===== config.mk =====
export PLATFORM = sky130hd
export DESIGN_NAME = ebv_ctrl
export DESIGN_NICKNAME = d
export VERILOG_FILES = /design/src/rtl/ebv_pkg.sv /design/src/rtl/ebv_ctrl.sv /design/src/rtl/ebv_sync.sv
export SDC_FILE = /design/constraint.sdc
export NUM_CORES = 1
export LEC_CHECK = 0
export BUFFER_PORTS_ARGS = -buffer_cell sky130_fd_sc_hd__buf_2
export CORE_MARGIN = 1.5
export CORE_UTILIZATION = 50
export CTS_CLUSTER_SIZE = 16
export DETAILED_ROUTE_END_ITERATION = 7
export PLACE_DENSITY_LB_ADDON = 0.3
export SLEW_MARGIN = 20
export SYNTH_ARGS = -nofsm -noshare
export SYNTH_HDL_FRONTEND = slang
export SYNTH_SLANG_ARGS = --single-unit

===== constraint.sdc =====
create_clock -name clock -period 2.8 [get_ports clock]
set_input_delay 0.14 -clock clock [delete_from_list [all_inputs] [get_ports clock]]
set_output_delay 0.14 -clock clock [all_outputs]
set_load 0.02 [all_outputs]

===== src/rtl/ebv_pkg.sv =====
// shared constants, types and decode functions of the external bus visibility control
package ebv_pkg;
	// clock and bus phase timing
	localparam int CLK_PERIOD_NS = 5;
	localparam int ADDR_PHASE_NS = 10;
	// three data cycles: read data released at the phase edge must cross the pin synchroniser
	localparam int DATA_PHASE_NS = 15;
	// least times round up to whole clock cycles
	localparam int ADDR_CYC = (ADDR_PHASE_NS + CLK_PERIOD_NS - 1) / CLK_PERIOD_NS;
	localparam int DATA_CYC = (DATA_PHASE_NS + CLK_PERIOD_NS - 1) / CLK_PERIOD_NS;
	// operating mode codes held in mode_select_bits
	localparam logic [2:0] MODE_SPECIAL_SINGLE = 3'h0;
	localparam logic [2:0] MODE_EMUL_NARROW = 3'h1;
	localparam logic [2:0] MODE_SPECIAL_TEST = 3'h2;
	localparam logic [2:0] MODE_EMUL_WIDE = 3'h3;
	localparam logic [2:0] MODE_NORMAL_SINGLE = 3'h4;
	localparam logic [2:0] MODE_NORMAL_NARROW = 3'h5;
	localparam logic [2:0] MODE_PERIPH_TEST = 3'h6;
	localparam logic [2:0] MODE_NORMAL_WIDE = 3'h7;
	// register byte offsets on the apb
	localparam logic [11:0] OFF_MODE = 12'h000;
	localparam logic [11:0] OFF_ENABLE = 12'h004;
	localparam logic [11:0] OFF_STATUS = 12'h008;
	// field positions
	localparam int MODE_LSB = 0;
	localparam int VIS_BIT = 3;
	localparam int PIPE_BIT = 0;
	localparam int STRB_BIT = 1;
	localparam int RDW_BIT = 2;
	localparam int ST_VIS = 3;
	localparam int ST_SECURE = 4;
	localparam int ST_BUSY = 5;
	localparam int ST_STOP = 6;
	// values after reset
	localparam logic [2:0] MODE_RST = 3'h0;
	localparam logic VIS_RST = 1'b0;
	localparam logic [2:0] ENA_RST = 3'h0;
	// bus cycle sequencer states
	typedef enum logic [1:0] {BUS_IDLE, BUS_ADDR, BUS_DATA} bus_state_e;
	// single-chip modes have no expansion bus
	function automatic logic is_single(input logic [2:0] m);
		return (m == MODE_SPECIAL_SINGLE) || (m == MODE_NORMAL_SINGLE);
	endfunction
	// modes that may show internal cycles
	function automatic logic vis_capable(input logic [2:0] m);
		return (m == MODE_EMUL_NARROW) || (m == MODE_SPECIAL_TEST) ||
			(m == MODE_EMUL_WIDE) || (m == MODE_NORMAL_WIDE);
	endfunction
	// modes in which this block masters the expansion bus
	function automatic logic is_expanded(input logic [2:0] m);
		return !is_single(m) && (m != MODE_PERIPH_TEST);
	endfunction
endpackage


===== src/rtl/ebv_ctrl.sv =====
// external bus visibility control: mode, visibility gating, bus cycles, tester bridge
//
// Implementation choices: the APB slave port and the register addresses.
`timescale 1ns/1ps
module ebv_ctrl (
	// clock and reset
	input wire logic clock,
	input wire logic rst,
	// apb slave
	input wire logic psel,
	input wire logic penable,
	input wire logic pwrite,
	input wire logic [11:0] paddr,
	input wire logic [31:0] pwdata,
	output logic [31:0] prdata,
	output logic pready,
	output logic pslverr,
	// chip state from the core
	input wire logic secure,
	input wire logic stop_active,
	input wire logic [2:0] mode_strap,
	input wire logic [1:0] core_queue_status,
	// core access port
	input wire logic core_req,
	input wire logic core_ext,
	input wire logic core_write,
	input wire logic core_bdm_sel,
	input wire logic core_noacc,
	input wire logic core_low_byte_strobe_n,
	input wire logic [15:0] core_addr,
	input wire logic [15:0] core_wdata,
	output logic core_ack,
	output logic [15:0] core_rdata,
	// multiplexed address and data pins
	input wire logic [15:0] ad_in,
	output logic [15:0] ad_out,
	output logic [15:0] ad_oe_n,
	// bus control pins
	output logic bus_phase_clock,
	output logic read_write,
	output logic low_byte_strobe_n,
	output logic queue_status_hi,
	output logic queue_status_lo,
	output logic pipe_status_output_enable,
	output logic byte_strobe_output_enable,
	output logic read_write_output_enable,
	// tester side in peripheral test mode
	input wire logic tester_clock,
	input wire logic tester_read_write,
	input wire logic tester_low_byte_strobe_n,
	input wire logic [15:0] tst_rdata,
	output logic tst_req,
	output logic tst_write,
	output logic tst_low_byte_strobe_n,
	output logic [15:0] tst_addr,
	output logic [15:0] tst_wdata
);
	// synchronised pins
	logic [21:0] pins_s; // strap, ad, tester clock, rw, strobe
	logic [2:0] strap_s;
	logic [15:0] ad_s;
	logic tck_s;
	logic trw_s;
	logic tls_s;
	logic tck_d; // previous tester clock sample for edge finding
	// software state
	logic [2:0] mode_select_bits;
	logic visibility_enable_bit;
	logic strap_taken; // strap caught once after reset release
	logic [1:0] strap_wait; // fills with ones after release while the strap crosses the syncs
	// bus sequencer state
	ebv_pkg::bus_state_e state;
	logic [2:0] cnt;
	logic hold_data; // debug unit cycle: data pins keep old value
	logic cyc_write;
	logic [15:0] cyc_wdata;
	logic [15:0] last_data;
	logic drive_rd; // tester read in progress

	ebv_sync #(.WIDTH(22)) u_sync (
		.clock(clock),
		.rst(rst),
		.d({mode_strap, ad_in, tester_clock, tester_read_write, tester_low_byte_strobe_n}),
		.q(pins_s)
	);
	assign strap_s = pins_s[21:19];
	assign ad_s = pins_s[18:3];
	assign tck_s = pins_s[2];
	assign trw_s = pins_s[1];
	assign tls_s = pins_s[0];

	// mode decode
	wire single = ebv_pkg::is_single(mode_select_bits);
	wire periph = (mode_select_bits == ebv_pkg::MODE_PERIPH_TEST);
	wire expanded = ebv_pkg::is_expanded(mode_select_bits);
	// visibility needs the bit, a capable mode and no security
	wire vis_active = visibility_enable_bit & ~secure &
		ebv_pkg::vis_capable(mode_select_bits);

	// apb decode
	wire sel_mode = (paddr == ebv_pkg::OFF_MODE);
	wire sel_ena = (paddr == ebv_pkg::OFF_ENABLE);
	wire sel_stat = (paddr == ebv_pkg::OFF_STATUS);
	wire apb_acc = psel & penable & ~pready;
	wire apb_done = psel & penable & pready;
	// mode register refused in peripheral test mode
	wire apb_err = (sel_mode & periph) | ~(sel_mode | sel_ena | sel_stat);
	wire wr_mode = apb_done & pwrite & sel_mode & ~periph;
	wire wr_ena = apb_done & pwrite & sel_ena;
	// special modes may rewrite the mode, never while secure
	wire mode_wr_ok = ~secure & ~mode_select_bits[2];
	wire [31:0] rd_mode = {28'h0000000, visibility_enable_bit, mode_select_bits};
	wire [31:0] rd_ena = {29'h00000000, read_write_output_enable,
		byte_strobe_output_enable, pipe_status_output_enable};
	wire [31:0] rd_stat = {25'h0000000, stop_active, (state != ebv_pkg::BUS_IDLE),
		secure, vis_active, mode_select_bits};
	wire [31:0] rd_value = apb_err ? 32'h00000000 :
		sel_mode ? rd_mode : sel_ena ? rd_ena : rd_stat;

	// core request classification, taken only from idle
	wire can_take = (state == ebv_pkg::BUS_IDLE) & core_req & ~core_ack & ~stop_active;
	wire take_ext = can_take & expanded & core_ext;
	wire take_vis = can_take & expanded & ~core_ext & vis_active & ~core_noacc &
		~core_bdm_sel;
	wire take_bdm = can_take & expanded & ~core_ext & vis_active & core_bdm_sel;
	wire go_cycle = take_ext | take_vis | take_bdm;
	// hidden, idle or busless accesses finish at once without touching pins
	wire go_quiet = can_take & ~go_cycle;
	wire rise = tck_s & ~tck_d;
	wire fall = ~tck_s & tck_d;

	// apb answer: one wait state, data and error registered together
	always_ff @(posedge clock)
	begin
		if (rst)
		begin
			pready <= 1'b0;
			prdata <= 32'h00000000;
			pslverr <= 1'b0;
		end
		else
		begin
			pready <= apb_acc;
			prdata <= apb_acc ? rd_value : prdata;
			pslverr <= apb_acc & apb_err;
		end
	end

	// mode and enable registers; the strap is caught after release, not in reset
	always_ff @(posedge clock)
	begin
		if (rst)
		begin
			mode_select_bits <= ebv_pkg::MODE_RST;
			visibility_enable_bit <= ebv_pkg::VIS_RST;
			strap_taken <= 1'b0;
			strap_wait <= 2'h0;
		end
		else if (!strap_taken)
		begin
			// the synchroniser is cleared in reset, so wait until the strap is through it
			strap_wait <= {strap_wait[0], 1'b1};
			if (strap_wait[1])
			begin
				mode_select_bits <= strap_s;
				strap_taken <= 1'b1;
			end
		end
		else if (wr_mode)
		begin
			// secure mode keeps the mode bits as they are
			if (mode_wr_ok)
				mode_select_bits <= pwdata[ebv_pkg::MODE_LSB +: 3];
			visibility_enable_bit <= pwdata[ebv_pkg::VIS_BIT];
		end
	end

	// pin function enables: forced clear in single-chip, so writes there do nothing
	always_ff @(posedge clock)
	begin
		if (rst || single)
		begin
			pipe_status_output_enable <= ebv_pkg::ENA_RST[ebv_pkg::PIPE_BIT];
			byte_strobe_output_enable <= ebv_pkg::ENA_RST[ebv_pkg::STRB_BIT];
			read_write_output_enable <= ebv_pkg::ENA_RST[ebv_pkg::RDW_BIT];
		end
		else if (wr_ena)
		begin
			pipe_status_output_enable <= pwdata[ebv_pkg::PIPE_BIT];
			byte_strobe_output_enable <= pwdata[ebv_pkg::STRB_BIT];
			read_write_output_enable <= pwdata[ebv_pkg::RDW_BIT];
		end
	end

	// queue status: shown only when enabled, zero whenever secure
	always_ff @(posedge clock)
	begin
		if (rst)
		begin
			queue_status_hi <= 1'b0;
			queue_status_lo <= 1'b0;
		end
		else
		begin
			queue_status_hi <= pipe_status_output_enable & ~secure &
				core_queue_status[1];
			queue_status_lo <= pipe_status_output_enable & ~secure &
				core_queue_status[0];
		end
	end

	// bus cycle sequencer and pin drivers; all pins hold while stopped
	always_ff @(posedge clock)
	begin
		if (rst)
		begin
			state <= ebv_pkg::BUS_IDLE;
			cnt <= 3'h0;
			bus_phase_clock <= 1'b0;
			read_write <= 1'b1;
			low_byte_strobe_n <= 1'b1;
			ad_out <= 16'h0000;
			ad_oe_n <= 16'hFFFF;
			core_ack <= 1'b0;
			core_rdata <= 16'h0000;
			hold_data <= 1'b0;
			cyc_write <= 1'b0;
			cyc_wdata <= 16'h0000;
			last_data <= 16'h0000;
		end
		else if (stop_active)
			core_ack <= 1'b0;
		else
		begin
			core_ack <= 1'b0;
			case (state)
				ebv_pkg::BUS_IDLE:
				begin
					if (go_cycle)
					begin
						// address phase: clock low, address out
						state <= ebv_pkg::BUS_ADDR;
						cnt <= 3'(ebv_pkg::ADDR_CYC - 1);
						ad_out <= core_addr;
						ad_oe_n <= 16'h0000;
						read_write <= ~(core_write & ~take_bdm);
						low_byte_strobe_n <= core_low_byte_strobe_n;
						hold_data <= take_bdm;
						cyc_write <= core_write & ~take_bdm;
						cyc_wdata <= core_wdata;
					end
					else if (go_quiet)
					begin
						// nothing changes on the pins; read/write rests high
						core_ack <= 1'b1;
						read_write <= 1'b1;
					end
					else if (single)
					begin
						// parked low and released to cut switching power
						ad_out <= 16'h0000;
						ad_oe_n <= 16'hFFFF;
					end
					else if (periph)
					begin
						// tester read data driven while its clock is high
						ad_out <= tst_rdata;
						ad_oe_n <= {16{~drive_rd}};
					end
				end
				ebv_pkg::BUS_ADDR:
				begin
					cnt <= cnt - 3'h1;
					if (cnt == 3'h0)
					begin
						// data phase: clock high
						state <= ebv_pkg::BUS_DATA;
						cnt <= 3'(ebv_pkg::DATA_CYC - 1);
						bus_phase_clock <= 1'b1;
						if (hold_data)
							ad_out <= last_data;
						else if (cyc_write)
						begin
							ad_out <= cyc_wdata;
							last_data <= cyc_wdata;
						end
						else
							ad_oe_n <= 16'hFFFF;
					end
				end
				ebv_pkg::BUS_DATA:
				begin
					cnt <= cnt - 3'h1;
					if (cnt == 3'h0)
					begin
						state <= ebv_pkg::BUS_IDLE;
						bus_phase_clock <= 1'b0;
						core_ack <= 1'b1;
						read_write <= 1'b1;
						if (!hold_data && !cyc_write)
						begin
							core_rdata <= ad_s;
							last_data <= ad_s;
						end
					end
				end
				default:
					state <= ebv_pkg::BUS_IDLE;
			endcase
		end
	end

	// tester bridge: edges of the sampled tester clock frame each access;
	// peripheral test mode keeps the debug unit quiet, since both would fight for the bus
	always_ff @(posedge clock)
	begin
		if (rst)
		begin
			tck_d <= 1'b0;
			drive_rd <= 1'b0;
			tst_req <= 1'b0;
			tst_write <= 1'b0;
			tst_low_byte_strobe_n <= 1'b1;
			tst_addr <= 16'h0000;
			tst_wdata <= 16'h0000;
		end
		else if (stop_active || !periph)
		begin
			tst_req <= 1'b0;
			drive_rd <= 1'b0;
			tck_d <= tck_s;
		end
		else
		begin
			tck_d <= tck_s;
			tst_req <= 1'b0;
			if (rise)
			begin
				// address and direction taken at the rising edge
				tst_addr <= ad_s;
				tst_write <= ~trw_s;
				tst_low_byte_strobe_n <= tls_s;
				tst_req <= trw_s;
				drive_rd <= trw_s;
			end
			else if (fall)
			begin
				// write data taken at the falling edge
				drive_rd <= 1'b0;
				tst_wdata <= ad_s;
				tst_req <= ~trw_s;
			end
		end
	end
endmodule // ebv_ctrl


===== src/rtl/ebv_sync.sv =====
// two flip-flop synchroniser for pin inputs
`timescale 1ns/1ps
module ebv_sync #(
	parameter int WIDTH = 1
) (
	// clock and reset
	input wire logic clock,
	input wire logic rst,
	// asynchronous input and its synchronised copy
	input wire logic [WIDTH-1:0] d,
	output logic [WIDTH-1:0] q
);
	logic [WIDTH-1:0] stage1; // read only by the second stage
	// metastability filter; the first stage feeds nothing else
	always_ff @(posedge clock)
	begin
		if (rst)
		begin
			stage1 <= '0;
			q <= '0;
		end
		else
		begin
			stage1 <= d;
			q <= stage1;
		end
	end
endmodule // ebv_sync


==> impl_results.md <==
* Status: finished, final reports clean
* ANT cells at 0
* Yosys warns at 0
* Total congestion overflow at 0
* Slowest-stage cell, CP: buf_4
* Leak pwr at ~3.8 nW
* RSZ-0062 raised after global routing: no
* Final-report hold violation count at 0
* Initial antenna violation count at 0
* Post-synth top area share at between 40% and 50%
* CTS Buf Count at 17
* CTS clk-pin slew, worst paths at approximately 70 ps
* Max-cap check violation count at 0
* Avg Synthesized Cell Area at approximately 9 um2
* Overall Global Routing Usage at between 20% and 30%
* Die H at 125 um
* Drt via density at ~5.1
* Initial core utilization at around half
* Measured slew at the worst slew-check pin at a little under 900 ps
* Final min period at approximately 2400 ps
* Cell variety after synth at 55
* Buf/Inv on CP at 3
* H-Tree Depth at 4
* Post-route setup slack at 419 ps
* Later-pin clock latency in the skew report at between 400 and 500 ps
* Drt pass-1 iters at 5
* Top_reg_cell synth: dfxtp_1
* DR top layer: met4
* Fillers at roughly 1.2k
* Count leader, synth: dfxtp_1
* Crit path arrival time at 2720 ps
* #FFs+latches synth at between 150 and 200
* Met3 WL at 949 um
* Peak VDD IR at 0.404 mV
* Mux cell area share after synthesis at roughly 5.9%
* DIE AREA at ~0.016 mm2
* Post-synth EDFFs at 0
* Clock skew at about 8.4 ps
* DRT Wirelength at roughly 18000 um
* Crit start category: register
* P&R area growth vs syn at 28.1%
* Area contributors post-synth: dfxtp_1 48%, nand2_1 8.4%, a21oi_1 6.6%, mux2i_1 5.8%, buf_4 4.2%
* Period utilization at between 80% and 90%
* Critical path class: register to register
* Starting DRT DRC Count at roughly 370
* Longest Clk Path Bufs at 2
* Post-synth top area cell: dfxtp_1
* # rows at 44
* Delay-heaviest family, CP: buffers and inverters
* Slew margin rel. at between 40 and 50%
* Mean routed wirelength per cell at approximately 15 um
* CP endpoint kind: register
* Fin nets at approximately 1.2k
* Critical Path RT at around 3100 ps
* Buffers on Ports at 201
* Io pins at 255
* Via count at ~6.5k
* Area of the multi-input gates at ~0.0034 mm2
* Max FO, Critical Path at 32
* Gpl congestion at between 0.8 and 0.9
* Largest family of logic cells by synthesized area: simple AND/OR/NAND/NOR gates
* Post-CTS Setup Inserts at 0
* Core ar. at 0.0145 mm2
* Critical path's most frequent cell: buf_4
* Post-synth ARST share at 0%
* Synthesized-area fraction occupied by and/or/nand/nor cells at about a fifth
* DRC at 0
* Slowest Stage Delay on Critical Path at between 300 and 400 ps
* Setup TNS at 0 ps
* Clock root buffer: clkbuf_16
* Synth cell count leaders: 178 x dfxtp_1, 166 x nand2_1, 98 x a21oi_1
* Metal2 WL at about 8500 um
* # setup viols final at 0
* Compound-Gate Fraction of Synth Area at between 10% and 20%
* Hold Path Class: input port to register
* First-pass GRT wire length at approximately 30000 um
* Routed Antenna Nets at 0
* Number of global-route vias before repair at roughly 6k
* Pre-CTS WS at around 560 ps
* FMAX at between 0.4 and 0.5 GHz
* XOR/XNOR share of the synthesized area at 0%
* Mapped Cells at 842
* Sinks on Clock Net at between 150 and 200
* Synthesized cell area at around 0.0074 mm2
* CTS tree: done
* Share of cells above drive strength 1 at approximately a quarter
* DP HPWL at ~12000 um
* Largest net degree at the start of global routing at 93
* Die W at between 100 and 150 um
* Metal-1 WL at about 8500 um
* Register Area at approximately 0.0036 mm2
* Crit path cell chain: inv_1, ha_1, buf_4, nand2_1, a2111oi_4, buf_4, nor2_1, a211oi_1
* Final Max Slew Viols at 0
* Post-Synth Adder-Cell Area at under 10%
* Sequential area share after synthesis at between 40% and 50%
* P per Cell Area at slightly below 600 mW/mm2
registers in the layout (all words and copies together) (netlist names), 2 cells and up:
| name | flops |
|---|---|
| strap_wait | 2 |
| cnt | 3 |
| core_rdata | 16 |
| prdata | 7 |
| last_data | 16 |
| ad_out | 16 |
| u_sync.stage1 | 22 |
| cyc_wdata | 16 |
| state | 2 |
| tst_addr | 16 |
| u_sync.q | 22 |
| mode_select_bits | 3 |
| tst_wdata | 16 |
logic make-up (layout without fill, tap and decap cells):
kind of cell,Yosys count,after routing
other,1,25
buffers and inverters,107,321
AO/OA/AOI/OAI,188,188
multiplexers,44,44
flip-flops,178,178
AND/OR/NAND/NOR,315,315
adder cells (fa/ha/maj),9,9
metal layers:
layer  GRT usage (%)  vias to the layer above
li1                -                     3265
met1            30.8                     2964
met2            37.8                      213
met3            5.33                       40
met4            10.9                        0
met5               0                        -
tightest hold or removal path: stages:
cell and delay [ps]:
buf_2 90, mux2i_1 60, nor3_1 110
cell type report:
class	count	area share, %
inverter	16	0.632
clock buffer	18	4.51
tap	184	2.42
sequential	178	37.5
timing repair buffer	274	18.0
clock inverter	13	1.59
multi-input combinational	581	35.4
where the power goes:
part / switching (mW) / internal, mW / leakage, nW
sequential: 0.0527 / 2.61 / 1.45
combinational: 0.319 / 0.244 / 2.02
clock: 1.03 / 1.33 / 0.288
total: 1.40 / 4.18 / 3.76
what timing repair did:
item	in CTS	in global routing
resized for setup	0	0
endpoints found under the setup margin	0	0
endpoints found under the hold margin	58	0
hold buffers	60	0
final timing paths:
kind | to | from | cells past startpoint | slack, ps
setup / recovery | last_data[9]$_SDFFE_PP0P_ | state[0]$_SDFFE_PP0P_ | 8 | 420
hold / removal | read_write_output_enable$_SDFFE_PP0P_ | pwdata[2] | 3 | 10
setup reg to reg | last_data[9]$_SDFFE_PP0P_ | state[0]$_SDFFE_PP0P_ | 8 | 420
hold reg to reg | u_sync.q[19]$_SDFF_PP0_ | u_sync.stage1[19]$_SDFF_PP0_ | 1 | 430
through the flow:
step / hold WS [ps] / util, % / cell area, um2 / power, mW / instances
2_1_floorplan: 216 / - / 7510 / 3.06 / 866
3_3_place_gp: 347 / 57.3 / 8330 / 3.20 / 1173
3_5_place_dp: 352 / 57.3 / 8330 / 3.21 / 1173
4_1_cts: 3.64 / 65.4 / 9510 / 5.62 / 1264
5_1_grt: 44.2 / 65.4 / 9510 / 5.78 / 1264
6_report: 13.8 / 65.4 / 9510 / 5.58 / 1264
cells in the final DEF (no fill, tap or decap), drive strengths merged, types with 4 or more instances in the layout:
cell type,Yosys,layout
nand3,9,9
a21oi,98,98
nor2b,50,50
buf,61,214
nand2,166,166
nor4,4,4
nor3,7,7
conb,1,25
mux2i,43,43
a311oi,16,16
nor2,57,57
clkbuf,30,18
clkinv,0,5
nand2b,4,4
dlygate4sd3,0,60
inv,16,22
a31oi,20,20
dfxtp,178,178
o21ai,11,11
ha,9,9
a211oi,23,23
Power figures use the tool's default switching activity.
